===== src/pkg/crbc_pkg.sv =====
package crbc_pkg;

  // ------------------------------------------------------------------
  // strap decoding
  // ------------------------------------------------------------------
  localparam logic STRAP_HS_ACTIVE = 1'h0;
  localparam logic [1:0] BUS_SPEED_HALF = 2'h2;
  localparam logic [1:0] PLLM_X2 = 2'h1;
  localparam logic [1:0] PLLM_X16 = 2'h3;
  localparam logic [4:0] MULT_X2 = 5'h02;
  localparam logic [4:0] MULT_X16 = 5'h10;
  localparam logic [4:0] MULT_NONE = 5'h00;

  // ------------------------------------------------------------------
  // clock divider and timing
  // ------------------------------------------------------------------
  localparam logic [1:0] DIV_FULL_LAST = 2'h0;
  localparam logic [1:0] DIV_HALF_LAST = 2'h1;
  localparam logic [1:0] DIV_ZERO = 2'h0;
  localparam int RST_MIN_CYCLES = 512;

  // ------------------------------------------------------------------
  // bus and timer
  // ------------------------------------------------------------------
  localparam int LANE_W = 16;
  localparam logic [1:0] TMR_MODE_PULSE_GEN = 2'h1;
  localparam logic TMR_IDLE_LEVEL = 1'h1;

  typedef struct packed {
    logic half_speed_strap_n;
    logic [1:0] bus_speed_strap;
    logic [1:0] pll_multiplier_strap;
  } crbc_strap_t;

  localparam crbc_strap_t STRAP_RESET = '{1'h1, 2'h0, 2'h3};

  typedef enum logic [1:0] {
    ST_RESET,
    ST_WAIT_CLK,
    ST_RUN
  } crbc_state_t;

endpackage


===== src/crbc_top.sv =====
`timescale 1ns/1ps
module crbc_top
  import crbc_pkg::*;
#(
  parameter int DATA_W = 32,
  parameter int N_CHAN = 8,
  parameter int CHAN_W = 3,
  parameter int N_TMR = 2
) (
  input wire logic clk_in, // core clock
  input wire logic nrst_in, // async reset, active low
  input wire crbc_strap_t strap_in, // boot straps on address pins
  input wire logic clock_generator_enable_in, // clock generator enable
  input wire logic pll_lock_in, // pll locked
  output logic system_clock_out, // divided system clock
  output logic sys_rst_n_out, // internal reset, active low
  output logic half_speed_out, // half speed mode active
  output logic [4:0] pll_mult_out, // pll multiplier, 0 if illegal
  output logic xtal_allowed_out, // crystal may be used
  output logic strap_error_out, // illegal multiplier strap
  input wire logic ack_internal_mode_in, // internal acknowledge mode
  input wire logic [N_CHAN-1:0] chan_ready_sel_in, // ready mode per channel
  input wire logic [CHAN_W-1:0] chan_in, // channel of current access
  input wire logic bus_busy_in, // bus operation in progress
  input wire logic bus_done_internal_in, // internal termination pulse
  input wire logic ack_n_in, // acknowledge pin level
  output logic ack_n_out, // acknowledge pin drive value
  output logic ack_oe_n_out, // acknowledge pin enable, low drives
  output logic bus_end_out, // bus operation ended pulse
  output logic bus_wait_out, // access extended by ready
  input wire logic bus16_mode_in, // 16-bit bus mode
  input wire logic data_drive_in, // write data phase
  input wire logic [DATA_W-1:0] wdata_in, // write data
  input wire logic [DATA_W-1:0] data_in, // data pin levels
  output logic [DATA_W-1:0] data_out, // data pin drive values
  output logic [DATA_W-1:0] data_oe_n_out, // data pin enables, low drives
  output logic [DATA_W-1:0] rdata_out, // captured read data
  input wire logic [N_TMR*2-1:0] timer_mode_in, // mode per timer
  input wire logic [N_TMR-1:0] timer_wave_in, // generated waveform
  output logic [N_TMR-1:0] timer_out // timer pins
);

  // ------------------------------------------------------------------
  // state
  // ------------------------------------------------------------------
  crbc_state_t st_r, st_nxt;
  crbc_strap_t strap_r, strap_nxt;
  logic [1:0] div_r, div_nxt;
  logic sclk_r, sclk_nxt;
  logic srst_r, srst_nxt;
  logic half_r, half_nxt;
  logic [4:0] mult_r, mult_nxt;
  logic xtal_r, xtal_nxt;
  logic serr_r, serr_nxt;
  logic ready_sel;
  logic ack_r, ack_nxt;
  logic ackoe_r, ackoe_nxt;
  logic end_r, end_nxt;
  logic wait_r, wait_nxt;
  logic [DATA_W-1:0] dout_r, dout_nxt;
  logic [DATA_W-1:0] doe_r, doe_nxt;
  logic [DATA_W-1:0] rd_r, rd_nxt;
  logic [N_TMR-1:0] tmr_r, tmr_nxt;
  logic [1:0] div_last;

  assign ready_sel = chan_ready_sel_in[chan_in];

  // ------------------------------------------------------------------
  // next state
  // ------------------------------------------------------------------
  always_comb begin
    st_nxt = st_r;
    strap_nxt = strap_r;
    unique case (st_r)
      ST_RESET: begin
        strap_nxt = strap_in;
        st_nxt = ST_WAIT_CLK;
      end
      ST_WAIT_CLK: begin
        if (clock_generator_enable_in && pll_lock_in) begin
          st_nxt = ST_RUN;
        end
      end
      ST_RUN: begin
        if (!clock_generator_enable_in || !pll_lock_in) begin
          st_nxt = ST_WAIT_CLK;
        end
      end
    endcase

    half_nxt = (strap_nxt.half_speed_strap_n == STRAP_HS_ACTIVE) ||
               (strap_nxt.bus_speed_strap == BUS_SPEED_HALF);
    unique case (strap_nxt.pll_multiplier_strap)
      PLLM_X2: begin
        mult_nxt = MULT_X2;
        xtal_nxt = 1'h0;
        serr_nxt = 1'h0;
      end
      PLLM_X16: begin
        mult_nxt = MULT_X16;
        xtal_nxt = 1'h1;
        serr_nxt = 1'h0;
      end
      default: begin
        mult_nxt = MULT_NONE;
        xtal_nxt = 1'h0;
        serr_nxt = 1'h1;
      end
    endcase

    div_last = half_r ? DIV_HALF_LAST : DIV_FULL_LAST;
    if (st_r != ST_RUN) begin
      div_nxt = DIV_ZERO;
      sclk_nxt = 1'h0;
      srst_nxt = 1'h0;
    end else if (div_r == div_last) begin
      div_nxt = DIV_ZERO;
      sclk_nxt = ~sclk_r;
      srst_nxt = 1'h1;
    end else begin
      div_nxt = div_r + 2'h1;
      sclk_nxt = sclk_r;
      srst_nxt = 1'h1;
    end

    ack_nxt = 1'h1;
    ackoe_nxt = 1'h1;
    end_nxt = 1'h0;
    wait_nxt = 1'h0;
    if (ack_internal_mode_in) begin
      ackoe_nxt = 1'h0;
      ack_nxt = ~(bus_busy_in && bus_done_internal_in);
      end_nxt = bus_busy_in && bus_done_internal_in;
    end else if (ready_sel) begin
      wait_nxt = bus_busy_in && ack_n_in;
      end_nxt = bus_busy_in && bus_done_internal_in && !ack_n_in;
    end else begin
      end_nxt = bus_busy_in && !ack_n_in;
    end

    if (bus16_mode_in) begin
      dout_nxt = {{(DATA_W-LANE_W){1'h0}}, wdata_in[LANE_W-1:0]};
      doe_nxt = {{(DATA_W-LANE_W){1'h1}}, {LANE_W{~data_drive_in}}};
      rd_nxt = {{(DATA_W-LANE_W){1'h0}}, data_in[LANE_W-1:0]};
    end else begin
      dout_nxt = wdata_in;
      doe_nxt = {DATA_W{~data_drive_in}};
      rd_nxt = data_in;
    end
  end

  // ------------------------------------------------------------------
  // timer pins
  // ------------------------------------------------------------------
  for (genvar i = 0; i < N_TMR; i++) begin : g_tmr
    assign tmr_nxt[i] = (timer_mode_in[i*2 +: 2] == TMR_MODE_PULSE_GEN) ?
                        timer_wave_in[i] : TMR_IDLE_LEVEL;
  end

  // ------------------------------------------------------------------
  // registers
  // ------------------------------------------------------------------
  always_ff @(posedge clk_in or negedge nrst_in) begin
    if (!nrst_in) begin
      st_r <= ST_RESET;
      strap_r <= STRAP_RESET;
      div_r <= DIV_ZERO;
      sclk_r <= 1'h0;
      srst_r <= 1'h0;
      half_r <= 1'h0;
      mult_r <= MULT_NONE;
      xtal_r <= 1'h0;
      serr_r <= 1'h0;
      ack_r <= 1'h1;
      ackoe_r <= 1'h1;
      end_r <= 1'h0;
      wait_r <= 1'h0;
      dout_r <= '0;
      doe_r <= '1;
      rd_r <= '0;
      tmr_r <= {N_TMR{TMR_IDLE_LEVEL}};
    end else begin
      st_r <= st_nxt;
      strap_r <= strap_nxt;
      div_r <= div_nxt;
      sclk_r <= sclk_nxt;
      srst_r <= srst_nxt;
      half_r <= half_nxt;
      mult_r <= mult_nxt;
      xtal_r <= xtal_nxt;
      serr_r <= serr_nxt;
      ack_r <= ack_nxt;
      ackoe_r <= ackoe_nxt;
      end_r <= end_nxt;
      wait_r <= wait_nxt;
      dout_r <= dout_nxt;
      doe_r <= doe_nxt;
      rd_r <= rd_nxt;
      tmr_r <= tmr_nxt;
    end
  end

  assign system_clock_out = sclk_r;
  assign sys_rst_n_out = srst_r;
  assign half_speed_out = half_r;
  assign pll_mult_out = mult_r;
  assign xtal_allowed_out = xtal_r;
  assign strap_error_out = serr_r;
  assign ack_n_out = ack_r;
  assign ack_oe_n_out = ackoe_r;
  assign bus_end_out = end_r;
  assign bus_wait_out = wait_r;
  assign data_out = dout_r;
  assign data_oe_n_out = doe_r;
  assign rdata_out = rd_r;
  assign timer_out = tmr_r;

  // ------------------------------------------------------------------
  // checks
  // ------------------------------------------------------------------
  AST_SCLK_FULL: assert property (@(posedge clk_in)
    disable iff (!nrst_in)
    (st_r == ST_RUN && !half_r) |=> (sclk_r != $past(sclk_r)))
    else $error("system clock not toggling every cycle in full speed");
  AST_SCLK_HALF: assert property (@(posedge clk_in)
    disable iff (!nrst_in)
    (st_r == ST_RUN && half_r && $past(st_r) == ST_RUN && $changed(sclk_r))
    |=> $stable(sclk_r))
    else $error("system clock toggling too fast in half speed");
  AST_HALF_SEL: assert property (@(posedge clk_in)
    disable iff (!nrst_in)
    (st_r != ST_RESET) |-> (half_r ==
      ((strap_r.half_speed_strap_n == STRAP_HS_ACTIVE) ||
       (strap_r.bus_speed_strap == BUS_SPEED_HALF))))
    else $error("speed mode does not follow straps");
  AST_STRAP_HOLD: assert property (@(posedge clk_in)
    disable iff (!nrst_in)
    ($past(st_r) != ST_RESET) |-> $stable(strap_r))
    else $error("straps changed after capture");
  AST_MULT_X2: assert property (@(posedge clk_in)
    disable iff (!nrst_in)
    (st_r != ST_RESET && strap_r.pll_multiplier_strap == PLLM_X2)
    |-> (pll_mult_out == MULT_X2 && !xtal_allowed_out))
    else $error("times-2 multiplier not applied");
  AST_MULT_X16: assert property (@(posedge clk_in)
    disable iff (!nrst_in)
    (st_r != ST_RESET && strap_r.pll_multiplier_strap == PLLM_X16)
    |-> (pll_mult_out == MULT_X16 && xtal_allowed_out))
    else $error("times-16 multiplier not applied");
  AST_EXT_END: assert property (@(posedge clk_in)
    disable iff (!nrst_in)
    (!ack_internal_mode_in && !ready_sel && bus_busy_in && !ack_n_in)
    |=> (bus_end_out && ack_oe_n_out))
    else $error("external acknowledge did not end the operation");
  AST_RDY_WAIT: assert property (@(posedge clk_in)
    disable iff (!nrst_in)
    (!ack_internal_mode_in && ready_sel && bus_busy_in && ack_n_in)
    |=> (bus_wait_out && !bus_end_out))
    else $error("ready input did not extend the access");
  AST_INT_ACK: assert property (@(posedge clk_in)
    disable iff (!nrst_in)
    (ack_internal_mode_in && bus_busy_in && bus_done_internal_in)
    |=> (!ack_n_out && !ack_oe_n_out && bus_end_out))
    else $error("internal acknowledge not driven");
  AST_BUS16: assert property (@(posedge clk_in)
    disable iff (!nrst_in)
    bus16_mode_in |=> (&data_oe_n_out[DATA_W-1:LANE_W] &&
      data_out[DATA_W-1:LANE_W] == '0 && rdata_out[DATA_W-1:LANE_W] == '0))
    else $error("upper data lines used in 16-bit mode");
  AST_TMR_IDLE: assert property (@(posedge clk_in)
    disable iff (!nrst_in)
    (timer_mode_in[1:0] != TMR_MODE_PULSE_GEN) |=> timer_out[0])
    else $error("timer output not at 1 outside pulse generator mode");
  AST_HOLD_OFF: assert property (@(posedge clk_in)
    disable iff (!nrst_in)
    (!clock_generator_enable_in || !pll_lock_in) |=> ##1
      (!system_clock_out && !sys_rst_n_out))
    else $error("clock or reset released before lock");

endmodule


===== config.mk =====
export PLATFORM = sky130hd
export DESIGN_NAME = crbc_top
export DESIGN_NICKNAME = d
export VERILOG_FILES = /design/src/pkg/crbc_pkg.sv /design/src/crbc_top.sv
export SDC_FILE = /design/constraint.sdc
export NUM_CORES = 1
export LEC_CHECK = 0
export ABC_AREA = 1
export BUFFER_PORTS_ARGS = -buffer_cell sky130_fd_sc_hd__buf_4
export CORE_UTILIZATION = 35
export DETAILED_ROUTE_END_ITERATION = 16
export HOLD_SLACK_MARGIN = 0.1
export PLACE_DENSITY = 0.78
export SYNTH_ARGS = -nofsm -noshare
export SYNTH_HDL_FRONTEND = slang
export SYNTH_SLANG_ARGS = --single-unit

===== constraint.sdc =====
create_clock -name clk_in -period 1.6 [get_ports clk_in]
set_clock_uncertainty 0.1 [all_clocks]
set_input_delay 0.08 -clock clk_in [delete_from_list [all_inputs] [get_ports clk_in]]
set_output_delay 0.08 -clock clk_in [all_outputs]
set_load 0.05 [all_outputs]

==> results of run 1 <==
-- through the flow --
stage / hold slack [ns] / worst slack, ns / instances / util, %
floorplan: -0.316 / 0.258 / 266 / -
global placement: -0.152 / 0.396 / 539 / 53.9
detailed placement: -0.150 / 0.327 / 539 / 53.9
-- Yosys cell counts, types with 3 or more instances --
cell / number
dfrtp_1: 78
inv_1: 48
nor2_1: 38
buf_4: 34
nand2_1: 24
dfstp_2: 9
nand3_1: 5
buf_2: 3
inv_2: 3
nand3_2: 3
-- cell families after synthesis --
group / after synthesis / synth area share [%]
buffers and inverters: 89 / 15.2
other: 1 / 0.122
and+or+nand+nor: 79 / 11.6
AOI/OAI and AO/OA: 8 / 1.83
DFF: 87 / 71.3
==> out/metrics.yaml, run 1 <==
place:
  finalWeightedCongestion: 0.752
  dpl-instance-area_um2: 4490
  dpl.hpwl_um: 5230
  portBuffers: 204
clock_tree:
  cts_max_level: 3
  cts_setup_buffers: 0
  cts_root_buffer: "clkbuf_8"
  cts_hold_buf: 112
  cts_inserted_buffers: 9
  clock-sinks: 87
  cts.repair.resized: 0
  clock_path_buffers: 2
synth:
  yosys_warnings: 0
  netlist_area_um2: 3070
  synth_top_area_share_pct: 63.6
  ys.flop_type: "dfrtp_1"
  syn-mean-instance-area_um2: 11.6
  ys_seq_elements: 87
  ys_seq_area_share_pct: 71.3
  yosys-top-cells-area: "dfrtp_1 (64%), buf_4 (8.3%), dfstp_2 (7.7%)"
  synth_area_leader_cell: "dfrtp_1"
  synth_async_sr_flop_share_pct: 100
  synth_edf_count: 0
  synth.distinct_cells: 26
  synthCells: 264
run_status:
  outcome: "aborted with a tool error"
  haltStage: "clock tree synthesis (4_1_cts)"
  firstError: "[ERROR RSZ-0060] Max buffer count reached."
floorplan:
  rows: 33
  start_util_pct: 36.8
  die_h_um: 95.6
  die_w_um: 95.6
  io_pins: 208
==> run 2, diff against run 1 <==
- CORE_UTILIZATION: 35 -> 20
- HOLD_SLACK_MARGIN: 0.1 -> not set
- PLACE_DENSITY: 0.78 -> not set
- PLACE_DENSITY_LB_ADDON: not set -> 0.15
==> out/metrics.yaml, run 2 <==
place:
  portBuffers: 204  # unchanged
  finalWeightedCongestion: 0.761  # was 0.752
  dpl.hpwl_um: 5690  # was 5230 µm
  post-place-ws_ns: 0.367  # was 0.327 ns
  dpl-instance-area_um2: 4590  # was 4490 µm²
layout:
  final_area_um2: 5770
  final_common_cell: "buf_4"
  mostFrequentLayoutCells: "buf_4 (205), dlygate4sd3_1 (86), dfrtp_1 (78)"
  antenna_cells: 0
  layout-drive-gt1-share_pct: 45.7
  synthToLayoutAreaGrowth_pct: 88.1
  fin_nets: 627
  final_util_pct: 39.1
synth:
  synth_top_area_share_pct: 63.6  # unchanged
  synth_top_cells_by_count: "dfrtp_1 (78), inv_1 (48), nor2_1 (38)"  # unchanged
  ys_seq_elements: 87  # unchanged
  ys_seq_area_share_pct: 71.3  # unchanged
  netlist_area_um2: 3070  # unchanged
  ys.flop_type: "dfrtp_1"  # unchanged
  synth.distinct_cells: 26  # unchanged
  synth.most_common_cell: "dfrtp_1"  # unchanged
  synth_area_leader_cell: "dfrtp_1"  # unchanged
  syn-mean-instance-area_um2: 11.6  # unchanged
  synth_edf_count: 0  # unchanged
  synthCells: 264  # unchanged
  yosys_warnings: 0  # unchanged
  yosys-top-cells-area: "dfrtp_1 (64%), buf_4 (8.3%), dfstp_2 (7.7%)"  # unchanged
  synth_async_sr_flop_share_pct: 100  # unchanged
detailed_routing:
  ant_nets: 0
  vias: 2556
  drc_errors: 0
  wl_um: 8140
  dr.pass1.iters: 3
  drt_iter0_markers: 50
  avgRoutedWirePerCell_um: 11.3
  avgViaCountPerCell: 3.55
floorplan:
  rows: 44  # was 33
  die_w_um: 126  # was 95.6 µm
  io_pins: 208  # unchanged
  dieArea_um2: 15800
  die_h_um: 126  # was 95.6 µm
  core_region_area_um2: 14800
  start_util_pct: 20.8  # was 36.8%
global_routing:
  met1_usage_pct: 11.3
  antenna_found_initial: 0
  grt_util_all_layers_pct: 10.7
  grtUsageMet2_pct: 18.7
  met3_usage_pct: 4.89
  grt-ovfl-total: 0
  grt_pass1_wl_um: 12900
  grt_max_degree: 55
  grt_pass1_vias: 2658
  busiest_layer: "met2"
setup_path:
  crit_required_ns: 1.77
  start_kind: "primary input"
  endpoint_kind: "register"
  critPathKind: "primary input to register"
  critPathMaxFanout: 1
  timing.critical_path.arrival_ns: 1.73
sta:
  fmax_mhz: 641
  fin_crit_sh_pct: 97.5
  rsz0062_at_grt: "no"
  post-route-min-period_ns: 1.56
  finalSetupViolations: 0
  drv_slew: 0
  worst_slack_ns: 0.0402
  hold_violations: 0
  finalSetupTns_ns: 0
clock_tree:
  cts_max_level: 3  # unchanged
  clock_latency_ns: 0.34
  cts.repair.resized: 0  # unchanged
  cts_tree: "done"
  cts_inserted_buffers: 9  # unchanged
  path_clk_slew_ns: 0.07
  clock_path_buffers: 2  # unchanged
  clock-sinks: 87  # unchanged
  cts_root_buffer: "clkbuf_16"  # was clkbuf_8
min_path:
  hold_path_class: "primary input to register"
power_and_ir_drop:
  peakVddDrop_v: 0.000599
  p_per_area_nw_per_um2: 1060
  power_leakage_nw: 3.03
flow_run:
  cap_violations: 0
run_status:
  outcome: "finished, final reports clean"  # was aborted with a tool error
## run 2: cell counts after synthesis
No cell type changed its count.
## run 2: timing repair
action	CTS	global route
hold endpoints to repair	166	0
hold buffers	86	0
buffers inserted	0	0
## run 2: logic make-up after synthesis
kind of cell,synth area share [%]
buffers and inverters,15.2
AOI/OAI and AO/OA,1.83
and+or+nand+nor,11.6
DFF,71.3
other,0.122
## run 2: stage by stage
step	hold slack, ns	power [mW]	std cells
5_1_grt	0.0438	6.40	720
3_3_place_gp	-0.204	3.73	618
4_1_cts	0.0270	6.23	720
3_5_place_dp	-0.206	3.74	618
6_report	0.0351	6.10	720
2_1_floorplan	-0.316	3.26	266
## run 2: path summary, 6_finish.rpt
path                                       start             end  slack, ns  cells after the start
worst max-delay path            timer_wave_in[0]    timer_out[0]       0.04                      4
worst min-delay path               bus16_mode_in    data_out[19]       0.04                      2
worst max register to register           st_r[0]  half_speed_out       0.35                      6
worst min register to register          div_r[1]        div_r[1]       0.36                      1
max in group asynchronous                nrst_in   sys_rst_n_out       0.65                      3
min in group asynchronous                nrst_in        div_r[0]       0.20                      3
## run 2: power by group
group          internal [mW]  total [mW]  switching, mW
sequential              2.36        2.42         0.0572
combinational          0.547        1.43          0.880
clock                   1.37        2.25          0.881
## run 2: layout make-up
class                           instances  area [µm²]
Clock inverter                          7        95.1
Clock buffer                            9         225
Multi-Input combinational cell         90         423
Fill cell                            1471        8980
Inverter                               51         191
Timing Repair Buffer                  292        2420
Sequential cell                        87        2190
Tap cell                              184         230
## run 2: worst max-delay path, cell delays in order
cell           delay (ns)
dlygate4sd3_1        0.54
buf_4                0.13
or3b_2               0.42
dlygate4sd3_1        0.56
## run 2: layer usage
metal	part of all wire [%]	vias to the layer above
met1	39	1183
met4	1.7	0
met5	0	-
met3	7.0	9
li1	-	1266
met2	53	98
Power figures use the tool's default switching activity.
